`src/design/dsc_pkg.sv`:
```
// package of constants for the x16 dram strobe controller
package dsc_pkg;
	localparam int CLK_MHZ          = 25;
	localparam int ADDR_W           = 9;
	localparam int ROWS             = 512;
	localparam int PWRUP_US         = 200;
	localparam int PWRUP_CYC        = PWRUP_US * CLK_MHZ;
	localparam int INIT_RAS_CYCLES  = 8;
	localparam int REFRESH_MS       = 8;
	localparam int REFRESH_LP_MS    = 64;
	localparam int REF_INT_CYC      = (REFRESH_MS * 1000 * CLK_MHZ) / ROWS;
	localparam int REF_INT_LP_CYC   = (REFRESH_LP_MS * 1000 * CLK_MHZ) / ROWS;
	localparam int BATT_US          = 125;
	localparam int BATT_CYC         = BATT_US * CLK_MHZ;
	localparam int SELF_US          = 100;
	localparam int SELF_CYC         = SELF_US * CLK_MHZ + 1;
	localparam int RAS_LOW_CYC      = 3;
	localparam int RAS_PRE_CYC      = 2;
	localparam int CAS_LOW_CYC      = 2;
	localparam int ACCESS_CYC       = 2;
	localparam int CHS_CYC          = 2;
	localparam int SELF_EXIT_CYC    = 5;
	localparam int CNT_W            = 20;
	localparam logic [1:0] OP_READ  = 2'h0;
	localparam logic [1:0] OP_WRITE = 2'h1;
	localparam logic [1:0] OP_RMW   = 2'h2;
	typedef enum logic [1:0] {
		DSC_MODE_NORMAL,
		DSC_MODE_BATTERY,
		DSC_MODE_SELF
	} dsc_mode_e;
endpackage

```
`src/design/dsc_ctrl.sv`:
```
// host-side controller driving an x16 asynchronous dram
`timescale 1ns/1ps
`default_nettype none
// Functional notes
// - each address held stable on and after its capturing strobe edge
// - output enable raised before write data is driven in delayed write
// - all 512 rows refreshed within 8 ms, 64 ms for low power
// - row-only refresh keeps column strobe high, external row address
// - hidden refresh keeps column strobe low after read, cycles row strobe
// - column-first refresh lowers column strobe before row strobe
// - battery mode issues column-first refresh every 125 us, row low under 1 us
// - self-refresh holds both strobes low at least 100 us
// - self-refresh exit raises row then column strobe after hold time
// - power-up waits 200 us then eight row strobe cycles
module dsc_ctrl #(
	parameter int PWRUP_CYCLES = dsc_pkg::PWRUP_CYC,
	parameter int REF_CYCLES   = dsc_pkg::REF_INT_CYC,
	parameter int SELF_CYCLES  = dsc_pkg::SELF_CYC,
	parameter int BATT_CYCLES  = dsc_pkg::BATT_CYC,
	parameter bit LOW_POWER    = 1'b0,
	parameter bit USE_CBR      = 1'b1
) (
	// clock and reset
	input  wire logic                      clk_sys,
	input  wire logic                      rst_n,
	// user request
	input  wire logic                      req_valid,
	output logic                           req_ready,
	input  wire logic [1:0]                req_op,
	input  wire logic [17:0]               req_addr,
	input  wire logic [15:0]               req_wdata,
	input  wire logic [1:0]                req_byte_en,
	input  wire logic                      req_hidden_ref,
	input  wire dsc_pkg::dsc_mode_e        mode,
	output logic                           rsp_valid,
	output logic [15:0]                    rsp_rdata,
	output logic                           init_done,
	output logic                           self_active,
	// dram pins
	output logic                           ras_n,
	output logic                           cas_n,
	output logic                           upper_byte_write_n,
	output logic                           lower_byte_write_n,
	output logic                           oe_n,
	output logic [dsc_pkg::ADDR_W-1:0]     mux_address_pins,
	input  wire logic [15:0]               data_lines_i,
	output logic [15:0]                    data_lines_o,
	output logic [15:0]                    data_lines_oe
);
	import dsc_pkg::*;

	typedef enum logic [4:0] {
		S_PWR, S_INIT_LO, S_INIT_HI, S_IDLE, S_ROW, S_COL, S_CAS, S_WE,
		S_PRE, S_HID_HI, S_HID_LO, S_ROR, S_CBR_CAS, S_CBR_RAS, S_SELF,
		S_SELF_EXIT
	} dsc_state_e;

	dsc_state_e           state_q;
	logic [CNT_W-1:0]     tmr_q;
	logic [CNT_W-1:0]     ref_tmr_q;
	logic [3:0]           init_cnt_q;
	logic                 ref_pend_q;
	logic [ADDR_W-1:0]    ref_row_q;
	logic [1:0]           op_q;
	logic [17:0]          addr_q;
	logic [15:0]          wdata_q;
	logic [1:0]           be_q;
	logic                 hid_q;
	logic [15:0]          din_s1_q;
	logic [15:0]          din_s2_q;
	logic [15:0]          din_s3_q;
	logic                 take;

	function automatic logic [CNT_W-1:0] cyc(input int n);
		cyc = CNT_W'(n - 1);
	endfunction

	assign take = (state_q == S_IDLE) && req_valid && !ref_pend_q && mode == DSC_MODE_NORMAL;
	assign req_ready = take;

	// three-stage input sync; only stage three feeds the capture
	always_ff @(posedge clk_sys) begin
		din_s1_q <= data_lines_i;
		din_s2_q <= din_s1_q;
		din_s3_q <= din_s2_q;
	end

	always_ff @(posedge clk_sys) begin
		if (take) begin
			op_q    <= req_op;
			addr_q  <= req_addr;
			wdata_q <= req_wdata;
			be_q    <= (req_byte_en == 2'h0) ? 2'h3 : req_byte_en;
			hid_q   <= req_hidden_ref;
		end
	end

	// refresh interval; interval is row budget split over 512 rows
	always_ff @(posedge clk_sys) begin
		if (!rst_n) begin
			ref_tmr_q  <= '0;
			ref_pend_q <= 1'b0;
		end else begin
			// at-or-above: leaving battery mode with a long count must not skip the short interval
			if (ref_tmr_q >= cyc(LOW_POWER && mode == DSC_MODE_BATTERY ? BATT_CYCLES : REF_CYCLES)) begin
				ref_tmr_q  <= '0;
				ref_pend_q <= init_done;
			end else begin
				ref_tmr_q <= ref_tmr_q + 1'b1;
				if (state_q == S_ROR || state_q == S_CBR_CAS || state_q == S_HID_HI)
					ref_pend_q <= 1'b0;
			end
		end
	end

	// external row pointer for row-only refresh; device counter serves column-first
	always_ff @(posedge clk_sys) begin
		if (!rst_n) begin
			ref_row_q <= '0;
		end else if ((state_q == S_ROR || state_q == S_HID_LO) && tmr_q == '0) begin
			ref_row_q <= ref_row_q + 1'b1;
		end
	end

	always_ff @(posedge clk_sys) begin
		if (!rst_n) begin
			state_q    <= S_PWR;
			tmr_q      <= cyc(PWRUP_CYCLES);
			init_cnt_q <= '0;
			init_done  <= 1'b0;
			rsp_valid  <= 1'b0;
			rsp_rdata  <= '0;
		end else begin
			rsp_valid <= 1'b0;
			if (tmr_q != '0)
				tmr_q <= tmr_q - 1'b1;
			unique case (state_q)
				S_PWR: if (tmr_q == '0) begin
					state_q <= S_INIT_LO;
					tmr_q   <= cyc(RAS_LOW_CYC);
				end
				S_INIT_LO: if (tmr_q == '0) begin
					state_q    <= S_INIT_HI;
					tmr_q      <= cyc(RAS_PRE_CYC);
					init_cnt_q <= init_cnt_q + 1'b1;
				end
				S_INIT_HI: if (tmr_q == '0) begin
					if (init_cnt_q == 4'(INIT_RAS_CYCLES)) begin
						state_q   <= S_IDLE;
						init_done <= 1'b1;
					end else begin
						state_q <= S_INIT_LO;
						tmr_q   <= cyc(RAS_LOW_CYC);
					end
				end
				S_IDLE: begin
					if (mode == DSC_MODE_SELF && LOW_POWER) begin
						state_q <= S_CBR_CAS;
						tmr_q   <= cyc(1);
					end else if (ref_pend_q) begin
						state_q <= (USE_CBR || mode == DSC_MODE_BATTERY) ? S_CBR_CAS : S_ROR;
						tmr_q   <= (USE_CBR || mode == DSC_MODE_BATTERY) ? cyc(1) : cyc(RAS_LOW_CYC);
					end else if (take) begin
						state_q <= S_ROW;
						tmr_q   <= cyc(2);
					end
				end
				S_ROW: if (tmr_q == '0) begin
					state_q <= S_COL;
					tmr_q   <= cyc(1);
				end
				S_COL: if (tmr_q == '0) begin
					state_q <= S_CAS;
					tmr_q   <= cyc(ACCESS_CYC + 3); // sync latency on data_lines_i
				end
				S_CAS: if (tmr_q == '0) begin
					if (op_q != OP_WRITE) begin
						rsp_rdata <= din_s3_q;
						rsp_valid <= 1'b1;
					end
					if (op_q == OP_RMW) begin
						state_q <= S_WE;
						tmr_q   <= cyc(2);
					end else if (hid_q && op_q == OP_READ) begin
						state_q <= S_HID_HI;
						tmr_q   <= cyc(RAS_PRE_CYC);
					end else begin
						state_q <= S_PRE;
						tmr_q   <= cyc(RAS_PRE_CYC);
					end
				end
				S_WE: if (tmr_q == '0) begin
					state_q <= S_PRE;
					tmr_q   <= cyc(RAS_PRE_CYC);
				end
				S_PRE: if (tmr_q == '0)
					state_q <= S_IDLE;
				S_HID_HI: if (tmr_q == '0) begin
					state_q <= S_HID_LO;
					tmr_q   <= cyc(RAS_LOW_CYC);
				end
				S_HID_LO: if (tmr_q == '0) begin
					state_q <= S_PRE;
					tmr_q   <= cyc(RAS_PRE_CYC);
				end
				S_ROR: if (tmr_q == '0) begin
					state_q <= S_PRE;
					tmr_q   <= cyc(RAS_PRE_CYC);
				end
				S_CBR_CAS: if (tmr_q == '0) begin
					state_q <= (mode == DSC_MODE_SELF && LOW_POWER) ? S_SELF : S_CBR_RAS;
					tmr_q   <= (mode == DSC_MODE_SELF && LOW_POWER) ? cyc(SELF_CYCLES) : cyc(CAS_LOW_CYC);
				end
				// battery mode ras low stays 2 cycles = 80 ns, well under 1 us
				S_CBR_RAS: if (tmr_q == '0) begin
					state_q <= S_PRE;
					tmr_q   <= cyc(RAS_PRE_CYC);
				end
				S_SELF: if (tmr_q == '0 && mode != DSC_MODE_SELF) begin
					state_q <= S_SELF_EXIT;
					tmr_q   <= cyc(SELF_EXIT_CYC);
				end
				S_SELF_EXIT: if (tmr_q == '0)
					state_q <= S_IDLE;
				default: state_q <= S_IDLE;
			endcase
		end
	end

	assign self_active = (state_q == S_SELF);

	// pin drive decode
	always_comb begin
		ras_n              = 1'b1;
		cas_n              = 1'b1;
		upper_byte_write_n = 1'b1;
		lower_byte_write_n = 1'b1;
		oe_n               = 1'b1;
		mux_address_pins   = addr_q[17:9];
		data_lines_o       = wdata_q;
		data_lines_oe      = '0;
		unique case (state_q)
			S_INIT_LO: ras_n = 1'b0;
			S_ROW: ras_n = (tmr_q != '0); // new row settles a cycle before the fall
			S_COL: begin
				ras_n            = 1'b0;
				mux_address_pins = addr_q[8:0];
				if (op_q == OP_WRITE) begin
					upper_byte_write_n = !be_q[1];
					lower_byte_write_n = !be_q[0];
					data_lines_oe      = {{8{be_q[1]}}, {8{be_q[0]}}};
				end
			end
			S_CAS: begin
				ras_n            = 1'b0;
				cas_n            = 1'b0;
				mux_address_pins = addr_q[8:0];
				if (op_q == OP_WRITE) begin
					upper_byte_write_n = !be_q[1];
					lower_byte_write_n = !be_q[0];
					data_lines_oe      = {{8{be_q[1]}}, {8{be_q[0]}}};
				end else begin
					oe_n = 1'b0;
				end
			end
			S_WE: begin
				ras_n            = 1'b0;
				cas_n            = 1'b0;
				mux_address_pins = addr_q[8:0];
				// oe held high a cycle before data drive
				data_lines_oe    = (tmr_q == '0) ? {{8{be_q[1]}}, {8{be_q[0]}}} : '0;
				upper_byte_write_n = !(be_q[1] && tmr_q == '0);
				lower_byte_write_n = !(be_q[0] && tmr_q == '0);
			end
			S_HID_HI: begin
				cas_n = 1'b0;
				oe_n  = 1'b0;
			end
			S_HID_LO: begin
				ras_n            = 1'b0;
				cas_n            = 1'b0;
				oe_n             = 1'b0;
				mux_address_pins = ref_row_q;
			end
			S_ROR: begin
				ras_n            = 1'b0;
				mux_address_pins = ref_row_q;
			end
			S_CBR_CAS: cas_n = 1'b0;
			S_CBR_RAS, S_SELF: begin
				ras_n = 1'b0;
				cas_n = 1'b0;
			end
			S_SELF_EXIT: cas_n = (tmr_q < cyc(SELF_EXIT_CYC - CHS_CYC));
			default: ;
		endcase
	end
endmodule
`default_nettype wire

```
`config.mk`:
```
export PLATFORM = sky130hd
export DESIGN_NAME = dsc_ctrl
export DESIGN_NICKNAME = d
export VERILOG_FILES = /design/src/design/dsc_pkg.sv /design/src/design/dsc_ctrl.sv
export SDC_FILE = /design/constraint.sdc
export NUM_CORES = 1
export LEC_CHECK = 0
export BUFFER_PORTS_ARGS = -buffer_cell sky130_fd_sc_hd__buf_2
export CAP_MARGIN = 20
export CORE_AREA = 3 3 166 136
export DETAILED_ROUTE_END_ITERATION = 10
export DIE_AREA = 0 0 169 139
export PLACE_DENSITY_LB_ADDON = 0.3
export SYNTH_ARGS = -nofsm -noshare
export SYNTH_HDL_FRONTEND = slang
export SYNTH_SLANG_ARGS = --single-unit
```
`constraint.sdc`:
```
create_clock -name clk_sys -period 5.7 [get_ports clk_sys]
set_input_delay 1.425 -clock clk_sys [delete_from_list [all_inputs] [get_ports clk_sys]]
set_output_delay 1.425 -clock clk_sys [all_outputs]
set_load 0.01 [all_outputs]
```
Yosys cells after proc, flatten, opt, wreduce, memory -nomap -nowiden

Cells that the tools add are included.

Register bits: 164
Output and inout port bits: 66
Word-level logic and storage cells: 138

Add/subtract/negate cells: 4
Order comparisons: 2
Equal/unequal tests: 32
Mux-type cells: 43
Bitwise operators: 1
Reductions and logical operators: 39

Operator list:

| kind                                                         | count |
|---|---|
| two-way mux 20 bit                                           | 10 |
| case mux 20 bit (7 select lines)                             | 1 |
| two-way mux 5 bit                                            | 13 |
| case mux 5 bit (12 select lines)                             | 1 |
| == test 5 x 4 -> 1 bit (second input constant)               | 8 |
| two-way mux 16 bit                                           | 2 |
| case mux 16 bit (2 select lines)                             | 1 |
| adder 20 x 1 -> 20 bit (second input constant)               | 1 |
| == test 5 x 3 -> 1 bit (second input constant)               | 4 |
| >= comparator 20 x 9 -> 1 bit (second input constant)        | 1 |
| logical NOT 20 bit                                           | 1 |
| less-than comparator 20 x 2 -> 1 bit (second input constant) | 1 |
| nonzero test 20 bit                                          | 1 |
| subtractor 20 x 1 -> 20 bit (second input constant)          | 1 |
| case mux 9 bit (2 select lines)                              | 1 |
| inequality test 2 bit (second input constant)                | 7 |
| OR reduction 7 bit                                           | 2 |
| inequality test 2 x 1 -> 1 bit (second input constant)       | 6 |
| AND reduction 12 bit                                         | 1 |
| OR reduction 2 bit                                           | 6 |
| == test 5 x 2 -> 1 bit (second input constant)               | 2 |
| case mux 1 bit (2 select lines)                              | 5 |
| adder 9 x 1 -> 9 bit (second input constant)                 | 1 |
| AND reduction 3 bit                                          | 3 |
| other kinds (20)                                             | 41 |

Longest topological paths before layout

Gate-level depths: netlist of run 1.

Depth after elaboration: 7
Mapped depth: 9

Worst setup path before layout of run 1

No wires, ideal clock.

Path type: input port to output port
Start: in mode[1]
End: out req_ready
Arrival time: 3.717 ns
Slack: 0.558 ns
Cell stages on the path: 2
Path buffers: 0
Path through: or3b_2 > nor2_1

Word-level cells in the longest chain between the ends: 2

Ends and longest elaborated chain:

| what              | line           | text |
|---|---|---|
| start, declared   | dsc_ctrl.sv:34 | `input wire dsc_pkg::dsc_mode_e mode,` |
| logical NOT 2 bit | dsc_ctrl.sv:78 | `assign take = (state_q == S_IDLE) && req_valid && !ref_pend_q && mode == DSC_MODE_NORMAL;` |
| logical AND 1 bit | dsc_ctrl.sv:78 |  |
| end, declared     | dsc_ctrl.sv:28 | `output logic req_ready,` |

No other way between the ends.

Worst setup path in the final report of run 1

Start: reg tmr_q[12]
End: out ras_n

Word-level cells in the longest chain between the ends: 2

Ends and longest elaborated chain:

| what                            | line            | text |
|---|---|---|
| start, declared                 | dsc_ctrl.sv:59  | `logic [CNT_W-1:0] tmr_q;` |
| start signal, assigned          | dsc_ctrl.sv:128 | `tmr_q <= cyc(PWRUP_CYCLES);` |
| start signal, assigned          | dsc_ctrl.sv:136 | `tmr_q <= tmr_q - 1'b1;` |
| start signal, assigned          | dsc_ctrl.sv:140 | `tmr_q <= cyc(RAS_LOW_CYC);` |
| nonzero test 20 bit             | dsc_ctrl.sv:244 | `S_ROW: ras_n = (tmr_q != '0);` |
| case mux 1 bit (2 select lines) | dsc_ctrl.sv:242 | `unique case (state_q)` |
| end, declared                   | dsc_ctrl.sv:40  | `output logic ras_n,` |

No other way between the ends.

==> results of run 1 <==
[cell usage after synthesis (all sizes together), types with 9 or more instances]
cell,n,area [um2]
nand4,11,68.82
nor4,15,106.4
inv,19,71.31
ha,9,112.6
nor2,65,244.0
nand2b,9,56.30
a22oi,10,75.07
and3,10,62.56
mux2i,19,190.2
nand3,10,50.05
a21oi,19,95.09
dfxtp,124,2482
xnor2,23,201.4
nand2,32,120.1
xor2,10,87.58
edfxtp,39,1171
nor3,18,101.4
buf,24,168.9
o21ai,13,65.06
clkbuf,18,67.56
[cell families (layout without fill, tap and decap cells)]
kind of cell	count (synthesis)	after routing	share of synthesized area
simple gates	205	205	0.1699
flops	163	163	0.5838
fa+ha+maj	9	9	0.01799
compound gates	90	90	0.1020
other cells	1	11	0.0005992
xor+xnor	33	33	0.04618
mux	19	19	0.03039
buf+inv	61	188	0.04918
[layout make-up]
cell class,instances,area [um2],share of cell area
clock buffers,18,439.2,0.05686
clock inverters,14,150.1,0.01944
inverters,19,71.32,0.009234
multi-input cells,367,2342,0.3033
flip-flops and latches,163,3654,0.4730
well taps,275,344.1,0.04455
repair buffers,137,723.2,0.09363
[registers in the layout (all words and copies together), names as in the netlist, 2 cells and up]
name,cells
op_q,2
init_cnt_q,4
rsp_rdata,16
addr_q,18
data_lines_o,16
ref_tmr_q,20
din_s2_q,16
din_s1_q,16
din_s3_q,16
tmr_q,20
state_q,4
ref_row_q,9
be_q,2
[power by group through the flow]
stage	Sequential, mW	Combinational [mW]	Clock [mW]
2_1_floorplan	1.24	0.0279	0
3_3_place_gp	1.24	0.0545	0
3_5_place_dp	1.24	0.0549	0
4_1_cts	1.22	0.0552	1.18
5_1_grt	1.22	0.0622	1.22
6_report	1.22	0.0547	1.13
[worst max-delay path by stage]
stage / from / end / slack (ns) / cells past startpoint
global route: tmr_q[12]$_SDFF_PN1_ / upper_byte_write_n / 1.31 / 6
CTS: tmr_q[12]$_SDFF_PN1_ / ras_n / 1.45 / 6
global placement: mode[1] / req_ready / 1.84 / 4
floorplan: mode[1] / req_ready / 0.56 / 2
detailed placement: mode[1] / req_ready / 1.84 / 4
finish: tmr_q[12]$_SDFF_PN1_ / ras_n / 1.50 / 6
[per-layer routing]
metal,up-vias,GRT usage
met1,2116,0.1782
met4,0,0.03501
met3,12,0.03420
li1,2312,-
met5,-,0
met2,114,0.1798
[cell usage in the layout, fill, tap and decap left out, drive strengths merged, types with 13 or more instances in the layout]
cell and n:
edfxtp 39, nor2 65, nand2 32, nor4 15, o21ai 13, buf 137
a21oi 19, xnor2 23, clkbuf 18, dfxtp 124, inv 29, mux2i 19
nor3 18
[per-stage QoR]
step | total power [mW] | util | area, um2 | hold slack [ns]
6_report | 2.405 | 0.3643 | 7724 | 0.3179
5_1_grt | 2.497 | 0.3643 | 7724 | 0.3202
4_1_cts | 2.450 | 0.3636 | 7709 | 0.3129
3_5_place_dp | 1.298 | 0.3358 | 7119 | 0.3121
3_3_place_gp | 1.297 | 0.3358 | 7119 | 0.3098
2_1_floorplan | 1.267 | - | 6296 | 0.3096
[critical path, cell delays in order (launching register included)]
cell	delay, ns
dfxtp_1	0.35
or4_1	0.67
or2_0	0.36
nor2_1	0.44
a21oi_1	0.13
o221a_2	0.27
buf_2	0.14
==> impl_metrics.py, run 1 <==
metrics = {
    "timing": {
        "slew_viol_final": 0,
        "maxSlewHeadroom": 0.4444,
        "fin_crit_sh": 0.7376,
        "tightest_slew_ns": 0.8257,
        "fmaxAchievable_ghz": 0.2379,
        "fin_crit_ns": 4.204,
        "setup_viol": 0,
        "finalWorstSetupSlack_ns": 1.496,
        "rsz0062_at_grt": "false",
        "hold_viol": 0,
        "fin_tns_setup_ns": 0,
        "final.setup_skew_ns": 0.01281,
    },
    "placed_design": {
        "post-place-ws_ns": 1.836,
        "dp_hpwl_um": 9887,
        "port_buffers": 125,
        "gp_congestion": 0.7985,
        "place_inst": 960,
    },
    "hold_path": {
        "worstHoldPathCells": 0,
        "hp-class": "flop to flop",
        "hold-path-endpoint": "din_s3_q[2]$_DFF_P_",
        "hp-start": "din_s2_q[2]$_DFF_P_",
    },
    "grt": {
        "grt_max_degree": 41,
        "antenna_found_initial": 0,
        "overflow": 0,
        "grt_first_pass_wirelength_um": 23200,
        "grt_pass1_vias": 4301,
        "grt_util_all_layers": 0.1231,
    },
    "power": {
        "p_switching_uw": 570.9,
        "power_frac_seq": 0.506,
        "pwr-share-clk": 0.471,
        "p_comb_frac": 0.023,
        "p_leak_nw": 3.039,
        "p_per_area_nw_per_um2": 311.3,
        "swShare": 0.2374,
        "power_report.internal_total_mw": 1.834,
        "vdd_ir_drop_max_v": 0.0001986,
    },
    "synth": {
        "ys_async_sr_fraction": 0,
        "synth_seq_area_share": 0.5838,
        "yosysUniqueCellTypes": 64,
        "synth_seq_cells": 163,
        "synthesis.instances": 581,
        "synth_area_per_cell_um2": 10.77,
        "syn-cell-area_um2": 6259,
        "synth-edff-count": 39,
        "yosysWarnings": 0,
        "synth_ff_type": "dfxtp_1",
    },
    "finish": {
        "num-nets-final": 774,
        "area_growth_pct": 23.41,
        "drive_above_1_share": 0.2493,
        "layoutNonFillerInstCount": 993,
        "n_antenna_cell": 0,
        "nFillCells": 2119,
    },
    "floorplan": {
        "ioPinCount": 126,
        "dieArea_um2": 23490,
        "rows": 48,
        "start_util": 0.2952,
        "die_w_um": 169,
        "coreArea_um2": 21200,
        "die_h_um": 139,
    },
    "detailed_routing": {
        "drc_errors": 0,
        "wl_met3_um": 772,
        "drt-pass1-iter-count": 5,
        "via_count": 4554,
        "routed_wl_um": 14300,
        "top_layer_used": "met4",
        "ant_nets": 0,
        "dr_wl_met2_um": 6237,
        "detail_route.vias_per_cell": 4.586,
        "routedWlPerCell_um": 14.40,
        "drtIter0Drc": 271,
        "wl_met1_um": 7137,
    },
    "clock_tree": {
        "cts.clk_slew.worst_paths_ns": 0.08,
        "postCtsHoldBufs": 0,
        "post_cts_resized": 0,
        "clockBufferDepth": 2,
        "ctsRootBufferMaster": "clkbuf_16",
        "insertion_delay_ns": 0.43,
        "h-tree-depth": 4,
        "cts.sinks": 163,
        "cts_tree": "done",
        "numCtsBuffers": 17,
        "post_cts_buffers": 0,
    },
    "critical_path": {
        "rrSetupSlack_ns": 2.52,
        "r2r-end": "tmr_q[8]$_SDFF_PN1_",
        "endpoint_kind": "output pin",
        "cp.arrival_ns": 2.78,
        "start_kind": "flop",
        "reg2reg_depth": 5,
        "reg2reg_from": "tmr_q[10]$_SDFF_PN0_",
        "setup.worst_path.class": "flop to output pin",
        "cp_max_fo": 7,
        "required_ns": 4.28,
    },
    "job": {
        "cap_violations": 0,
    },
    "run_status": {
        "outcome": "finished, final reports clean",
    },
}
Note: power is estimated with default switching activity, not from simulation.
==> run 2, diff against run 1 <==
Clock period 5.7 ns to 4 ns, I/O delays scaled along.
==> run 2 against run 1 <==
Effect of this change: first-iteration DRC count is 12% higher; via count increased by 2.0%; combinational power rose by 44%; critical endpoint is now lower_byte_write_n.
==> impl_metrics.py, run 2 (same netlist as run 1, synthesis figures left out) <==
metrics = {
    "run_status": {
        "outcome": "finished, final reports clean",
    },
    "finish": {
        "design_area_um2": 7734,
        "top_regs": "ref_tmr_q (20), tmr_q (20), addr_q (18)",
        "final_cell_mix": "buf_2 (125), dfxtp_1 (124), nor2_1 (64)",
        "n_antenna_cell": 0,
        "post-route-util": 0.3648,
        "num-nets-final": 778,
        "area_growth_pct": 23.57,
        "drive_above_1_share": 0.2535,
        "layout_commonest_cell": "buf_2",
        "nFillCells": 2152,
    },
    "placed_design": {
        "dp_hpwl_um": 10150,
        "place_area_um2": 7157,
        "gp_congestion": 0.8510,
        "port_buffers": 125,
    },
    "power": {
        "power_frac_seq": 0.513,
        "pwr-share-clk": 0.464,
        "vdd_ir_drop_max_v": 0.0003287,
        "power_report.internal_total_mw": 2.633,
        "p_comb_frac": 0.023,
        "report.power.total_mw": 3.381,
        "swShare": 0.2213,
        "p_per_area_nw_per_um2": 437.2,
        "p_switching_uw": 748.2,
        "p_leak_nw": 3.046,
    },
    "timing": {
        "hold_viol": 0,
        "setup_viol": 0,
        "fmaxAchievable_ghz": 0.2717,
        "final.setup_skew_ns": 0.01168,
        "maxSlewHeadroom": 0.5002,
        "fin_tns_setup_ns": 0,
        "slew_viol_final": 0,
        "fin_crit_sh": 0.9202,
        "rsz0062_at_grt": "false",
        "whs_ns": 0.3235,
        "tightest_slew_ns": 0.7393,
        "fin_crit_ns": 3.681,
    },
    "detailed_routing": {
        "routed_wl_um": 14370,
        "drt-pass1-iter-count": 5,
        "detail_route.vias_per_cell": 4.658,
        "drtIter0Drc": 303,
        "drc_errors": 0,
        "via_count": 4644,
        "routedWlPerCell_um": 14.42,
        "ant_nets": 0,
    },
    "grt": {
        "grt_first_pass_wirelength_um": 23150,
        "grt_max_degree": 41,
        "grt_pass1_vias": 4381,
        "grt_util_all_layers": 0.1241,
        "antenna_found_initial": 0,
        "overflow": 0,
    },
    "floorplan": {
        "ioPinCount": 126,
        "start_util": 0.2952,
        "coreArea_um2": 21200,
        "dieArea_um2": 23490,
        "die_w_um": 169,
        "die_h_um": 139,
        "rows": 48,
    },
    "critical_path": {
        "critical_path.max_stage_delay_ns": 0.68,
        "endpoint_kind": "output pin",
        "setup.worst_path.class": "flop to output pin",
        "required_ns": 3.00,
        "cp.arrival_ns": 2.68,
        "cp_slowest_cell": "or4_1",
        "crit_start": "tmr_q[12]$_SDFF_PN1_",
        "reg2reg_from": "tmr_q[12]$_SDFF_PN1_",
        "cp_max_fo": 9,
        "start_kind": "flop",
        "crit_chain": "or4_1, or2_0, o31ai_1, and3_1, inv_1, buf_2",
    },
    "clock_tree": {
        "cts.sinks": 163,
        "cts_tree": "done",
        "ctsRootBufferMaster": "clkbuf_16",
        "h-tree-depth": 4,
        "post_cts_buffers": 0,
        "numCtsBuffers": 17,
        "insertion_delay_ns": 0.42,
        "clockBufferDepth": 2,
        "cts.clk_slew.worst_paths_ns": 0.07,
        "post_cts_resized": 0,
        "postCtsHoldBufs": 0,
    },
    "hold_path": {
        "hp-class": "flop to flop",
        "hp-start": "din_s2_q[15]$_DFF_P_",
    },
    "job": {
        "cap_violations": 0,
    },
}
-- run 2: changes by cell type in the layout (fill, tap and decap cells not counted), sizes merged --
cell / previous run / this run
buf: 137 / 141
inv: 29 / 24
clkinvlp: 0 / 2
clkinv: 4 / 7
clkbuf: 18 / 17
bufinv: 0 / 1
-- run 2: path summary, 6_finish.rpt --
path,endpoint,cells past startpoint,slack (ns)
min reg2reg,din_s3_q[15]$_DFF_P_,0,0.32
max reg2reg,tmr_q[0]$_SDFF_PN1_,9,1.05
min,din_s3_q[15]$_DFF_P_,0,0.32
max,lower_byte_write_n,6,0.32
-- run 2: per-layer routing --
| metal | wire [um] | vias to the layer above | GRT usage |
|---|---|---|---|
| met2 | 6231 | 161 | 0.1801 |
| met1 | 6757 | 2152 | 0.1701 |
| met3 | 1183 | 15 | 0.04588 |
| met5 | 0 | - | 0 |
| li1 | - | 2316 | - |
| met4 | 199 | 0 | 0.04355 |
-- run 2: cell type report --
class	count	area (um2)	area share
sequential	163	3654	0.4724
clock buffer	17	425.4	0.05501
timing repair buffer	141	745.7	0.09642
multi-input combinational	367	2342	0.3029
clock inverter	15	151.4	0.01958
tap	275	344.1	0.04449
inverter	19	71.32	0.009222
-- run 2: stage by stage --
stage	std cells	setup slack (ns)
6_report	997	0.3193
5_1_grt	997	0.1632
4_1_cts	997	0.3072
3_5_place_dp	965	0.7685
3_3_place_gp	965	0.7813
2_1_floorplan	591	0.3810
-- run 2: power groups by stage --
stage | sequential (mW) | combinational (mW) | clock (mW)
2_1_floorplan | 1.77 | 0.0399 | 0
4_1_cts | 1.73 | 0.0788 | 1.62
3_5_place_dp | 1.77 | 0.0786 | 0
3_3_place_gp | 1.77 | 0.0771 | 0
5_1_grt | 1.74 | 0.0897 | 1.69
6_report | 1.73 | 0.0787 | 1.57
-- run 2: critical path: cells and delay by family (launching register included) --
kind | cells | cell delay, ns
AND/OR/NAND/NOR | 3 | 1.35
flip-flops | 1 | 0.35
buffers and inverters | 2 | 0.20
AO/OA/AOI/OAI | 1 | 0.37
==> run 3, diff against run 2 <==
Clock period 4 ns to 4.5 ns, I/O delays scaled along.
==> run 3 against run 2 <==
Effect of this change: via count decreased by 1.1%; first-iteration DRC count increased by 5.9%; sequential power decreased by 11%; clock skew increased by 0.0035 ns; critical path type unchanged; critical endpoint unchanged; highest routed layer unchanged.
==> impl_metrics.py, run 3 (same netlist as run 1, synthesis figures left out) <==
metrics = {
    "run_status": {
        "outcome": "finished, final reports clean",
    },
    "critical_path": {
        "crit_chain": "or4_1, or2_0, o31ai_1, and3_1, inv_1, buf_2",
        "critical_path.max_stage_delay_ns": 0.67,
        "required_ns": 3.38,
        "cp_max_fo": 9,
        "cp_slowest_cell": "or4_1",
        "start_kind": "flop",
        "cp.arrival_ns": 2.73,
        "setup.worst_path.class": "flop to output pin",
        "endpoint_kind": "output pin",
    },
    "placed_design": {
        "place_area_um2": 7134,
        "place_inst": 962,
        "dp_hpwl_um": 10120,
        "port_buffers": 125,
        "gp_congestion": 0.8679,
    },
    "detailed_routing": {
        "drc_errors": 0,
        "drt-pass1-iter-count": 7,
        "via_count": 4595,
        "routed_wl_um": 14240,
        "drtIter0Drc": 321,
        "ant_nets": 0,
        "routedWlPerCell_um": 14.33,
        "detail_route.vias_per_cell": 4.623,
    },
    "power": {
        "power_report.internal_total_mw": 2.309,
        "pwr-share-clk": 0.466,
        "power_frac_seq": 0.511,
        "p_switching_uw": 708.3,
        "vdd_ir_drop_max_v": 0.0002332,
        "swShare": 0.2348,
        "report.power.total_mw": 3.017,
        "p_leak_nw": 3.041,
        "p_per_area_nw_per_um2": 390.0,
        "p_comb_frac": 0.023,
    },
    "finish": {
        "num-nets-final": 775,
        "area_growth_pct": 23.61,
        "post-route-util": 0.3649,
        "design_area_um2": 7736,
        "layout_commonest_cell": "buf_2",
        "top_regs": "ref_tmr_q (20), tmr_q (20), addr_q (18)",
        "drive_above_1_share": 0.2503,
        "n_antenna_cell": 0,
        "nFillCells": 2114,
        "layoutNonFillerInstCount": 994,
        "final_cell_mix": "buf_2 (125), dfxtp_1 (124), nor2_1 (64)",
    },
    "clock_tree": {
        "post_cts_resized": 0,
        "insertion_delay_ns": 0.42,
        "ctsRootBufferMaster": "clkbuf_16",
        "clockBufferDepth": 2,
        "cts.clk_slew.worst_paths_ns": 0.08,
        "cts_tree": "done",
        "postCtsHoldBufs": 0,
        "post_cts_buffers": 0,
        "cts.sinks": 163,
        "h-tree-depth": 4,
        "numCtsBuffers": 17,
    },
    "timing": {
        "setup_viol": 0,
        "fmaxAchievable_ghz": 0.2596,
        "tightest_slew_ns": 1.059,
        "rsz0062_at_grt": "false",
        "final.setup_skew_ns": 0.01519,
        "slew_viol_final": 0,
        "hold_viol": 0,
        "fin_crit_ns": 3.852,
        "fin_tns_setup_ns": 0,
        "fin_crit_sh": 0.8560,
        "maxSlewHeadroom": 0.2919,
    },
    "grt": {
        "antenna_found_initial": 0,
        "grt_pass1_vias": 4371,
        "grt_first_pass_wirelength_um": 23120,
        "grt_util_all_layers": 0.1233,
        "grt_max_degree": 41,
        "overflow": 0,
    },
    "floorplan": {
        "ioPinCount": 126,
        "rows": 48,
        "die_w_um": 169,
        "die_h_um": 139,
        "dieArea_um2": 23490,
        "coreArea_um2": 21200,
        "start_util": 0.2952,
    },
    "job": {
        "cap_violations": 0,
    },
    "hold_path": {
        "hp-class": "flop to flop",
    },
}
[run 3: changes by cell type in the layout (fill, tap and decap cells not counted), sizes merged]
cell,before,now
inv,24,23
clkinv,7,10
buf,141,138
bufinv,1,0
clkinvlp,2,1
[run 3: worst paths after layout]
kind,startpoint,slack (ns),cells past startpoint,to
worst max-delay path,tmr_q[12]$_SDFF_PN1_,0.65,6,lower_byte_write_n
worst min-delay path,din_s1_q[0]$_DFF_P_,0.32,0,din_s2_q[0]$_DFF_P_
worst max register to register,state_q[1]$_SDFFE_PN0P_,1.48,6,rsp_rdata[12]$_SDFFE_PN0P_
worst min register to register,din_s1_q[0]$_DFF_P_,0.32,0,din_s2_q[0]$_DFF_P_
[run 3: critical path: cells and delay by family, from the launching register on]
kind | cells | cell delay, ns
AO/OA/AOI/OAI | 1 | 0.36
AND/OR/NAND/NOR | 3 | 1.40
flip-flops | 1 | 0.35
buffers and inverters | 2 | 0.20
[run 3: power by group through the flow]
| stage | Clock, mW | Combinational, mW | Sequential (mW) |
|---|---|---|---|
| 2_1_floorplan | 0 | 0.0354 | 1.57 |
| 3_3_place_gp | 0 | 0.0686 | 1.57 |
| 3_5_place_dp | 0 | 0.0708 | 1.57 |
| 4_1_cts | 1.45 | 0.0711 | 1.54 |
| 5_1_grt | 1.52 | 0.0789 | 1.54 |
| 6_report | 1.41 | 0.0705 | 1.54 |
[run 3: through the flow]
step	hold slack [ns]	worst slack, ns
after global placement	0.3097	1.109
after detailed placement	0.3121	1.081
after global routing	0.3258	0.4491
after CTS	0.3243	0.6134
final	0.3212	0.6480
after floorplan	0.3096	0.6310
[run 3: final cells by class]
| type | count | area, um2 | area share |
|---|---|---|---|
| clock inverter | 15 | 176.4 | 0.02280 |
| sequential | 163 | 3654 | 0.4723 |
| timing repair buffer | 138 | 723.2 | 0.09348 |
| multi-input combinational | 367 | 2342 | 0.3028 |
| tap | 275 | 344.1 | 0.04448 |
| clock buffer | 17 | 425.4 | 0.05499 |
| inverter | 19 | 71.32 | 0.009219 |
[run 3: layer usage]
metal	track usage	vias to the layer above	part of all wire
met5	0	-	0
li1	-	2307	-
met1	0.1689	2120	0.47
met4	0.04441	0	0.010
met3	0.03847	10	0.072
met2	0.1836	158	0.44
